### src/verilog/fbm_pkg.sv
// Purpose: Shared constants for the flash bus mode host controller
// Assumes: core_clk at 25 MHz; pin timing figures are plain defaults
// Notes:   Times are in ns; cycle counts derive from the clock period
package fbm_pkg;
  localparam int CLK_NS           = 40;
  // Timing figures in ns (plain defaults where no figure is given)
  localparam int ACCESS_NS        = 70;   // address_access_time
  localparam int WRITE_PULSE_NS   = 40;   // write strobe low time
  localparam int CLEAR_PULSE_NS   = 500;  // min_clear_pulse
  localparam int RELEASE_READ_NS  = 50;   // read_after_release_time
  localparam int READY_WAIT_NS    = 20000; // longest ready wait
  // Least times round up, at least one cycle
  localparam int ACCESS_CYC  = (ACCESS_NS + CLK_NS - 1) / CLK_NS;
  localparam int WRITE_CYC   = (WRITE_PULSE_NS + CLK_NS - 1) / CLK_NS;
  localparam int CLEAR_CYC   = (CLEAR_PULSE_NS + CLK_NS - 1) / CLK_NS;
  localparam int RELEASE_CYC = (RELEASE_READ_NS + CLK_NS - 1) / CLK_NS;
  localparam int READY_CYC   = READY_WAIT_NS / CLK_NS;
  localparam int CNT_W       = 16;
  // Bus widths, bank and sector fields, sequence lengths
  localparam int ADDR_W      = 22;
  localparam int DATA_W      = 16;
  localparam int BANK_W      = 2;
  localparam int SECT_W      = 10;
  localparam int BANK_LSB    = 20;
  localparam int SECT_LSB    = 12;
  localparam int UNLOCK_LEN  = 4;
  localparam int BYPASS_LEN  = 2;
  // Host request kinds
  typedef enum logic [1:0] {
    FBM_OP_READ, FBM_OP_WRITE, FBM_OP_RESET, FBM_OP_ACCEL
  } fbm_op_e;
endpackage

### src/verilog/fbm_host_ctrl.sv
// Purpose: Host controller driving a banked parallel NOR flash by its pins
// Assumes: Flash has no clock; pins sampled here are synchronised
// Notes:   A write request plays a loaded sequence of 1..4 pairs
`timescale 1ns/100ps
module fbm_host_ctrl #(
  parameter int READY_WAIT = fbm_pkg::READY_CYC,
  parameter int SEQ_DEPTH  = fbm_pkg::UNLOCK_LEN
) (
  input  wire logic                        core_clk,
  input  wire logic                        rst,
  input  wire logic                        clk_en,
  // User side
  input  wire logic                        req_valid,
  output logic                             req_ready,
  input  wire logic [1:0]                  req_op,
  input  wire logic [fbm_pkg::ADDR_W-1:0]  req_addr,
  input  wire logic                        seq_load,
  input  wire logic [$clog2(SEQ_DEPTH)-1:0] seq_idx,
  input  wire logic [fbm_pkg::ADDR_W-1:0]  seq_addr,
  input  wire logic [fbm_pkg::DATA_W-1:0]  seq_data,
  input  wire logic [$clog2(SEQ_DEPTH):0]  seq_len,
  input  wire logic                        byte_mode,
  output logic                             rsp_valid,
  output logic      [fbm_pkg::DATA_W-1:0]  rsp_data,
  output logic                             rsp_err,
  output logic                             dev_busy,
  output logic      [fbm_pkg::BANK_W-1:0]  rsp_bank,
  // Flash pins
  output logic                             flash_sel_n,
  output logic                             out_gate_n,
  output logic                             wr_strobe_n,
  output logic                             hw_reset_n,
  output logic      [fbm_pkg::ADDR_W-1:0]  flash_addr,
  output logic                             width_select,
  output logic                             protect_accel_pin,
  output logic                             accel_high_en,
  input  wire logic [fbm_pkg::DATA_W-1:0]  data_lines_in,
  output logic      [fbm_pkg::DATA_W-1:0]  data_lines_out,
  output logic                             data_lines_oe,
  input  wire logic                        ready_busy_out
);
  localparam int PAIR_W = fbm_pkg::ADDR_W + fbm_pkg::DATA_W;
  localparam int IDX_W  = $clog2(SEQ_DEPTH);

  typedef enum logic [3:0] {
    FBM_IDLE, FBM_RD_WAIT, FBM_RD_TAKE, FBM_WR_SETUP, FBM_WR_PULSE,
    FBM_WR_GAP, FBM_RST_PULSE, FBM_RST_READY, FBM_RST_HOLD
  } fbm_state_e;

  fbm_state_e                  state_r;
  logic [fbm_pkg::CNT_W-1:0]   cnt_r;
  logic [IDX_W-1:0]            step_r;
  logic [IDX_W:0]              len_r;
  logic [PAIR_W-1:0]           pair_rd;
  logic [IDX_W-1:0]            rd_step;
  logic [1:0]                  rb_sync_r;
  logic [fbm_pkg::DATA_W-1:0]  din_meta_r;
  logic [fbm_pkg::DATA_W-1:0]  din_sync_r;
  logic                        accel_r;

  // Bank number from an address
  function automatic logic [fbm_pkg::BANK_W-1:0] bank_of(
    input logic [fbm_pkg::ADDR_W-1:0] a);
    bank_of = a[fbm_pkg::BANK_LSB +: fbm_pkg::BANK_W];
  endfunction

  // Read one pair ahead during the gap, so the next setup cycle already
  // shows the new pair instead of the one just written
  assign rd_step = (state_r == FBM_WR_GAP) ? step_r + 1'b1 : step_r;

  // Sequence storage; an erase of one or many sectors or the chip is
  // just a different list of pairs, each sector pair with its own bits
  fbm_seq_mem #(.WIDTH(PAIR_W), .DEPTH(SEQ_DEPTH)) u_seq (
    .core_clk (core_clk),
    .clk_en   (clk_en),
    .wr_en    (seq_load),
    .wr_idx   (seq_idx),
    .wr_data  ({seq_addr, seq_data}),
    .rd_idx   (rd_step),
    .rd_data  (pair_rd)
  );

  // Two-stage synchronisers for pins from the flash
  always_ff @(posedge core_clk or posedge rst) begin
    if (rst) begin
      rb_sync_r  <= 2'h0;
      din_meta_r <= '0;
      din_sync_r <= '0;
    end else if (clk_en) begin
      rb_sync_r  <= {rb_sync_r[0], ready_busy_out};
      din_meta_r <= data_lines_in;
      din_sync_r <= din_meta_r;
    end
  end

  assign dev_busy  = ~rb_sync_r[1]; // Busy shown while device runs
  assign req_ready = (state_r == FBM_IDLE);

  // Main bus sequencer
  always_ff @(posedge core_clk or posedge rst) begin
    if (rst) begin
      state_r <= FBM_RST_PULSE;  // Reset the flash to array read
      cnt_r   <= '0;
      step_r  <= '0;
      len_r   <= '0;
    end else if (clk_en) begin
      case (state_r)
        FBM_IDLE: begin
          cnt_r  <= '0;
          step_r <= '0;
          if (req_valid) begin
            case (fbm_pkg::fbm_op_e'(req_op))
              // Reads need no command; allowed in any bank while busy
              fbm_pkg::FBM_OP_READ:  state_r <= FBM_RD_WAIT;
              fbm_pkg::FBM_OP_WRITE: begin
                len_r   <= seq_len;  // Two pairs in short mode
                state_r <= FBM_WR_SETUP;
              end
              fbm_pkg::FBM_OP_RESET: state_r <= FBM_RST_PULSE;
              default:               state_r <= FBM_IDLE;
            endcase
          end
        end
        FBM_RD_WAIT: begin
          // Hold address for access time plus synchroniser delay
          cnt_r <= cnt_r + 1'b1;
          if (cnt_r == fbm_pkg::CNT_W'(fbm_pkg::ACCESS_CYC + 1)) begin
            state_r <= FBM_RD_TAKE;
          end
        end
        FBM_RD_TAKE:  state_r <= FBM_IDLE;
        FBM_WR_SETUP: begin
          cnt_r   <= '0;
          state_r <= FBM_WR_PULSE;
        end
        FBM_WR_PULSE: begin
          cnt_r <= cnt_r + 1'b1;
          if (cnt_r == fbm_pkg::CNT_W'(fbm_pkg::WRITE_CYC - 1)) begin
            state_r <= FBM_WR_GAP;
          end
        end
        FBM_WR_GAP: begin
          if ({1'b0, step_r} + 1'b1 >= len_r) begin
            state_r <= FBM_IDLE;
          end else begin
            step_r  <= step_r + 1'b1;
            state_r <= FBM_WR_SETUP;
          end
        end
        FBM_RST_PULSE: begin
          // Hold the clear pin low for the least pulse width
          cnt_r <= cnt_r + 1'b1;
          if (cnt_r == fbm_pkg::CNT_W'(fbm_pkg::CLEAR_CYC - 1)) begin
            cnt_r   <= '0;
            state_r <= FBM_RST_READY;
          end
        end
        FBM_RST_READY: begin
          // Wait for ready, bounded by the recovery time
          cnt_r <= cnt_r + 1'b1;
          if (rb_sync_r[1] ||
              cnt_r == fbm_pkg::CNT_W'(READY_WAIT)) begin
            cnt_r   <= '0;
            state_r <= FBM_RST_HOLD;
          end
        end
        FBM_RST_HOLD: begin
          // No read before the release time has passed
          cnt_r <= cnt_r + 1'b1;
          if (cnt_r == fbm_pkg::CNT_W'(fbm_pkg::RELEASE_CYC - 1)) begin
            state_r <= FBM_IDLE; // User reissues aborted work
          end
        end
        default: state_r <= FBM_IDLE;
      endcase
    end
  end

  // Accelerate level, set or cleared by an accel request and cleared by a device reset pulse
  always_ff @(posedge core_clk or posedge rst) begin
    if (rst) begin
      accel_r <= 1'b0;
    end else if (clk_en) begin
      if (state_r == FBM_IDLE && req_valid &&
          req_op == 2'(fbm_pkg::FBM_OP_ACCEL)) begin
        accel_r <= req_addr[0]; // Enter or leave accel mode
      end else if (state_r == FBM_RST_PULSE) begin
        accel_r <= 1'b0;
      end
    end
  end

  // Pin drive: protect pin is always driven, never floating
  assign protect_accel_pin = 1'b1;
  assign accel_high_en     = accel_r;
  assign width_select      = ~byte_mode; // Word when high

  // Registered pin outputs and read answer
  always_ff @(posedge core_clk or posedge rst) begin
    if (rst) begin
      flash_sel_n    <= 1'b1;
      out_gate_n     <= 1'b1;
      wr_strobe_n    <= 1'b1;
      hw_reset_n     <= 1'b0;
      flash_addr     <= '0;
      data_lines_out <= '0;
      data_lines_oe  <= 1'b0;
      rsp_valid      <= 1'b0;
      rsp_data       <= '0;
      rsp_err        <= 1'b0;
      rsp_bank       <= '0;
    end else if (clk_en) begin
      rsp_valid <= 1'b0;
      hw_reset_n <= (state_r != FBM_RST_PULSE);
      // Idle: select and reset high give standby
      flash_sel_n   <= 1'b1;
      out_gate_n    <= 1'b1;
      wr_strobe_n   <= 1'b1;
      data_lines_oe <= 1'b0;
      case (state_r)
        FBM_IDLE: begin
          if (req_valid && req_op == 2'(fbm_pkg::FBM_OP_READ)) begin
            flash_addr  <= req_addr;
            flash_sel_n <= 1'b0; // Read cycle, strobe stays high
            out_gate_n  <= 1'b0;
          end
        end
        FBM_RD_WAIT: begin
          flash_sel_n <= 1'b0;
          out_gate_n  <= 1'b0;
        end
        FBM_RD_TAKE: begin
          // Array or id query data look alike on the lines
          rsp_valid <= 1'b1;
          rsp_data  <= din_sync_r;
          rsp_bank  <= bank_of(flash_addr);
          rsp_err   <= ~rb_sync_r[1]; // Busy flagged for same-bank care
        end
        FBM_WR_SETUP, FBM_WR_PULSE: begin
          flash_addr     <= pair_rd[PAIR_W-1 -: fbm_pkg::ADDR_W];
          data_lines_out <= pair_rd[fbm_pkg::DATA_W-1:0];
          data_lines_oe  <= 1'b1;
          flash_sel_n    <= 1'b0;
          // Strobe low only with gate high
          wr_strobe_n    <= (state_r == FBM_WR_SETUP);
        end
        FBM_WR_GAP: begin
          // Hold select and data past the strobe rise, so the latch on
          // the rising strobe never races the select edge
          flash_sel_n   <= 1'b0;
          data_lines_oe <= 1'b1;
        end
        default: begin
        end
      endcase
    end
  end
endmodule

### src/verilog/fbm_seq_mem.sv
// Purpose: Small memory holding a command sequence of address/data pairs
// Assumes: One write port, one registered read port
// Notes:   Read data come out of a register
`timescale 1ns/100ps
module fbm_seq_mem #(
  parameter int WIDTH = 38,
  parameter int DEPTH = 4
) (
  input  wire logic                     core_clk,
  input  wire logic                     clk_en,
  input  wire logic                     wr_en,
  input  wire logic [$clog2(DEPTH)-1:0] wr_idx,
  input  wire logic [WIDTH-1:0]         wr_data,
  input  wire logic [$clog2(DEPTH)-1:0] rd_idx,
  output logic      [WIDTH-1:0]         rd_data
);
  logic [WIDTH-1:0] mem [DEPTH];

  // Storage write and registered read
  always_ff @(posedge core_clk) begin
    if (clk_en) begin
      if (wr_en) begin
        mem[wr_idx] <= wr_data;
      end
      rd_data <= mem[rd_idx];
    end
  end
endmodule
### config.mk
export PLATFORM = sky130hd
export DESIGN_NAME = fbm_host_ctrl
export DESIGN_NICKNAME = d
export VERILOG_FILES = /design/src/verilog/fbm_pkg.sv /design/src/verilog/fbm_host_ctrl.sv /design/src/verilog/fbm_seq_mem.sv
export SDC_FILE = /design/constraint.sdc
export NUM_CORES = 1
export LEC_CHECK = 0
export ABC_AREA = 0
export BUFFER_PORTS_ARGS = -buffer_cell sky130_fd_sc_hd__buf_2
export CAP_MARGIN = 20
export CELL_PAD_IN_SITES_DETAIL_PLACEMENT = 1
export CELL_PAD_IN_SITES_GLOBAL_PLACEMENT = 2
export CORE_MARGIN = 10
export CORE_UTILIZATION = 40
export CTS_CLUSTER_SIZE = 10
export DETAILED_ROUTE_END_ITERATION = 7
export GPL_ROUTABILITY_DRIVEN = 0
export PLACE_DENSITY = 0.86
export SLEW_MARGIN = 20
export SYNTH_ARGS = -nofsm -noshare
export SYNTH_HDL_FRONTEND = slang
export SYNTH_SLANG_ARGS = --single-unit
export TNS_END_PERCENT = 30
### constraint.sdc
create_clock -name core_clk -period 9.4 [get_ports core_clk]
set_input_delay 1.88 -clock core_clk [delete_from_list [all_inputs] [get_ports core_clk]]
set_output_delay 1.88 -clock core_clk [all_outputs]
set_load 0.01 [all_outputs]
==> results by group <==
STA
  – Hold WS: 0.470 ns
  – Worst clock skew: 0.0160 ns
  – Setup violators final: 0
  – Post-layout min period: 4.01 ns
  – RSZ-0062 raised after global routing: false
  – Fmax: 0.249 GHz
  – Slew Viols, Final: 0
  – Slew @ Worst Pin: 1.07 ns
  – Final Hold Fails: 0
  – Tcrit/Tclk final: 42.7%
  – Setup TNS Final: 0 ns
  – Max transition margin: 28.8%

Logic synthesis
  – Post-synthesis mux area share: 15.6%
  – Syn Area/Cell: 17.3 sq um
  – Synth Area in Adders: 1.32%
  – Yosys reg bits: 313
  – Largest family of logic cells by synthesized area: multiplexers
  – Yosys top cell area share: 46.3%
  – Ys async rst share: 39.3%
  – Synth Cell Area: 12300 sq um
  – Fraction of synthesized cell area in xor and xnor cells: 0.854%
  – Post-Syn Instances: 710
  – Ys flop type: edfxtp_1
  – Post-synthesis simple-gate area fraction: 5.15%
  – Synth Area in Compound Gates: 3.48%
  – Number of synthesis warnings: 0
  – Area leader, netlist: edfxtp_1
  – Netlist cell types: 61
  – Syn Nets: 813
  – Seq/Total Area, Yosys: 71.4%
  – Number of synthesized flops with an enable pin: 190
  – Synth top area cells: edfxtp_1 46%, dfrtp_1 24%, mux4_2 7.0%

Placement
  – Dpl cells: 1240
  – Post-DP HPWL: 18200 um
  – Buffers on Ports: 156

Global routing
  – Largest net degree at the start of global routing: 68
  – GRT Util Overall: 14.4%
  – Gr ovfl total: 0
  – First-pass GRT wire length: 44000 um
  – Number of global-route vias before repair: 7553
  – Initial antenna violation count: 2

Critical path
  – Crit Path Max Fanout: 1
  – Setup crit start: byte_mode
  – Setup crit end kind: output pin
  – Startpoint types: input port
  – Worst Path Required: 7.52 ns
  – Critical path type: in2out
  – Arrival time worst endpoint: 2.13 ns
  – Flop2flop setup slack: 6.40 ns
  – R2R Path Start: state_r[1]

Finish
  – Commonest non-fill, non-tap cell in the layout: edfxtp_1
  – Multi-input gate area: 3300 sq um
  – Area grow syn2layout: 19.0%
  – Nets@finish: 988
  – ANT cells: 0
  – Storage element area: 8790 sq um
  – FILL cells: 2942
  – Layout cell share with drive strength beyond 1: 38.1%
  – Fin util: 48.0%
  – Most frequent cells in the layout: 190 x edfxtp_1, 155 x buf_2, 118 x dfrtp_1, 61 x mux2_2, 41 x nand2_1
  – Layout Cells excl Fill: 1304

Floorplanning
  – Ports: 158
  – Std-Cell Rows: 64
  – Die Area: 38200 sq um
  – Die height: 195 um
  – Core area: 30500 sq um
  – Starting Density: 40.4%
  – Chip width: 195 um

Clock network
  – Clock Latency Late Sink: 0.52 ns
  – CTS clk-pin slew, worst paths: 0.05 ns
  – Root Buffer: clkbuf_16
  – Clock Sinks: 313
  – Postcts setup bufs: 0
  – CTS Buf Count: 38
  – CTS Hold Buffers Added: 0
  – H-tree depth: 2
  – CTS tree: done
  – Clock buffer depth: 3
  – # resized after CTS: 0

Routing
  – Drt wl/cell: 21.2 um
  – Antenna viol nets, final: 0
  – First-pass DRT Iterations: 6
  – Vias/cell: 5.14
  – DRC Markers: 0
  – Iteration-0 DRC Markers: 311
  – Total Wirelength: 27700 um
  – Via count: 6705

Pwr
  – Int Pwr: 3.17 mW
  – Clock share of power: 29.5%
  – Pleak: 5.75 nW
  – Peak VDD IR: 193 uV
  – NetSw: 1.34 mW
  – Combinational share of power: 27.3%
  – Cell Pwr Density: 308 nW/um^2
  – Seq pwr share: 43.2%
  – Sw frac: 29.7%

Job
  – Max-cap violation count: 0

Min path
  – Hold_sp: u_seq.rd_data[9]
  – Hold crit path type: reg2reg

Outcome
  – Status: completed
## logic make-up after synthesis
group | count (synthesis)
flip-flops | 313
multiplexers | 135
AND/OR/NAND/NOR | 122
AO/OA/AOI/OAI | 63
buffers and inverters | 51
adder cells (fa/ha/maj) | 13
XOR/XNOR | 12
other | 1
## synth_stat cells (7+ instances only)
| library cell | instances |
|---|---|
| ha_1 | 13 |
| clkbuf_1 | 10 |
| nand3_1 | 11 |
| buf_2 | 9 |
| inv_1 | 18 |
| dfrtp_1 | 118 |
| mux2i_1 | 23 |
| nand2_1 | 41 |
| nor2_1 | 28 |
| o21ai_0 | 32 |
| edfxtp_1 | 190 |
| mux4_2 | 38 |
| buf_6 | 7 |
| xnor2_1 | 7 |
| mux2_1 | 13 |
| mux2_2 | 61 |
## layer usage
layer  routed length (um)  GRT usage [%]  part of all wire, %  up-vias
met5                   34              0                 0.12        -
met4                  470           3.54                  1.7        4
met3                 1340           3.61                  4.8       43
met2                14000           24.9                   51      146
met1                11800           17.7                   43     3470
li1                     -              -                    -     3042
## sequential cells by signal (all words and copies together) (netlist names), 2 cells and up
signal / count
step_r: 2
cnt_r: 16
flash_addr: 22
din_sync_r: 16
rb_sync_r: 2
u_seq.rd_data: 38
data_lines_out: 16
din_meta_r: 16
len_r: 3
state_r: 4
u_seq.mem: 152
rsp_bank: 2
rsp_data: 16
## layout make-up
class | count | area share (%)
well taps | 396 | 3.38
repair buffers | 166 | 5.99
flip-flops and latches | 313 | 60.0
multi-input cells | 346 | 22.5
clock buffers | 60 | 7.27
inverters | 20 | 0.563
clock inverters | 3 | 0.324
## stage by stage
stage | setup WS (ns) | power (mW) | instance area, sq um
2_1_floorplan | 3.50 | 2.78 | 12300
3_3_place_gp | 4.70 | 3.18 | 13500
3_5_place_dp | 4.59 | 3.23 | 13500
4_1_cts | 5.12 | 4.59 | 14600
5_1_grt | 5.20 | 4.78 | 14700
6_report | 5.39 | 4.51 | 14700
## critical path, stage by stage
cell   delay [ns]
buf_2        0.09
inv_1        0.04
buf_2        0.12
## power groups by stage
stage / Sequential, mW / Combinational [mW] / Clock [mW]
6_report: 1.95 / 1.23 / 1.33
5_1_grt: 1.98 / 1.37 / 1.43
4_1_cts: 1.95 / 1.26 / 1.37
3_5_place_dp: 1.98 / 1.25 / 0
3_3_place_gp: 1.96 / 1.22 / 0
2_1_floorplan: 1.94 / 0.842 / 0
## final timing paths
path	endpoint	cells after the start
min	data_lines_out[9]	1
max reg2reg	data_lines_out[13]	6
max	width_select	3
min in group asynchronous	din_meta_r[9]	2
min reg2reg	data_lines_out[9]	1
max in group asynchronous	flash_addr[1]	3
No activity file was read; power rests on OpenSTA's default activity.
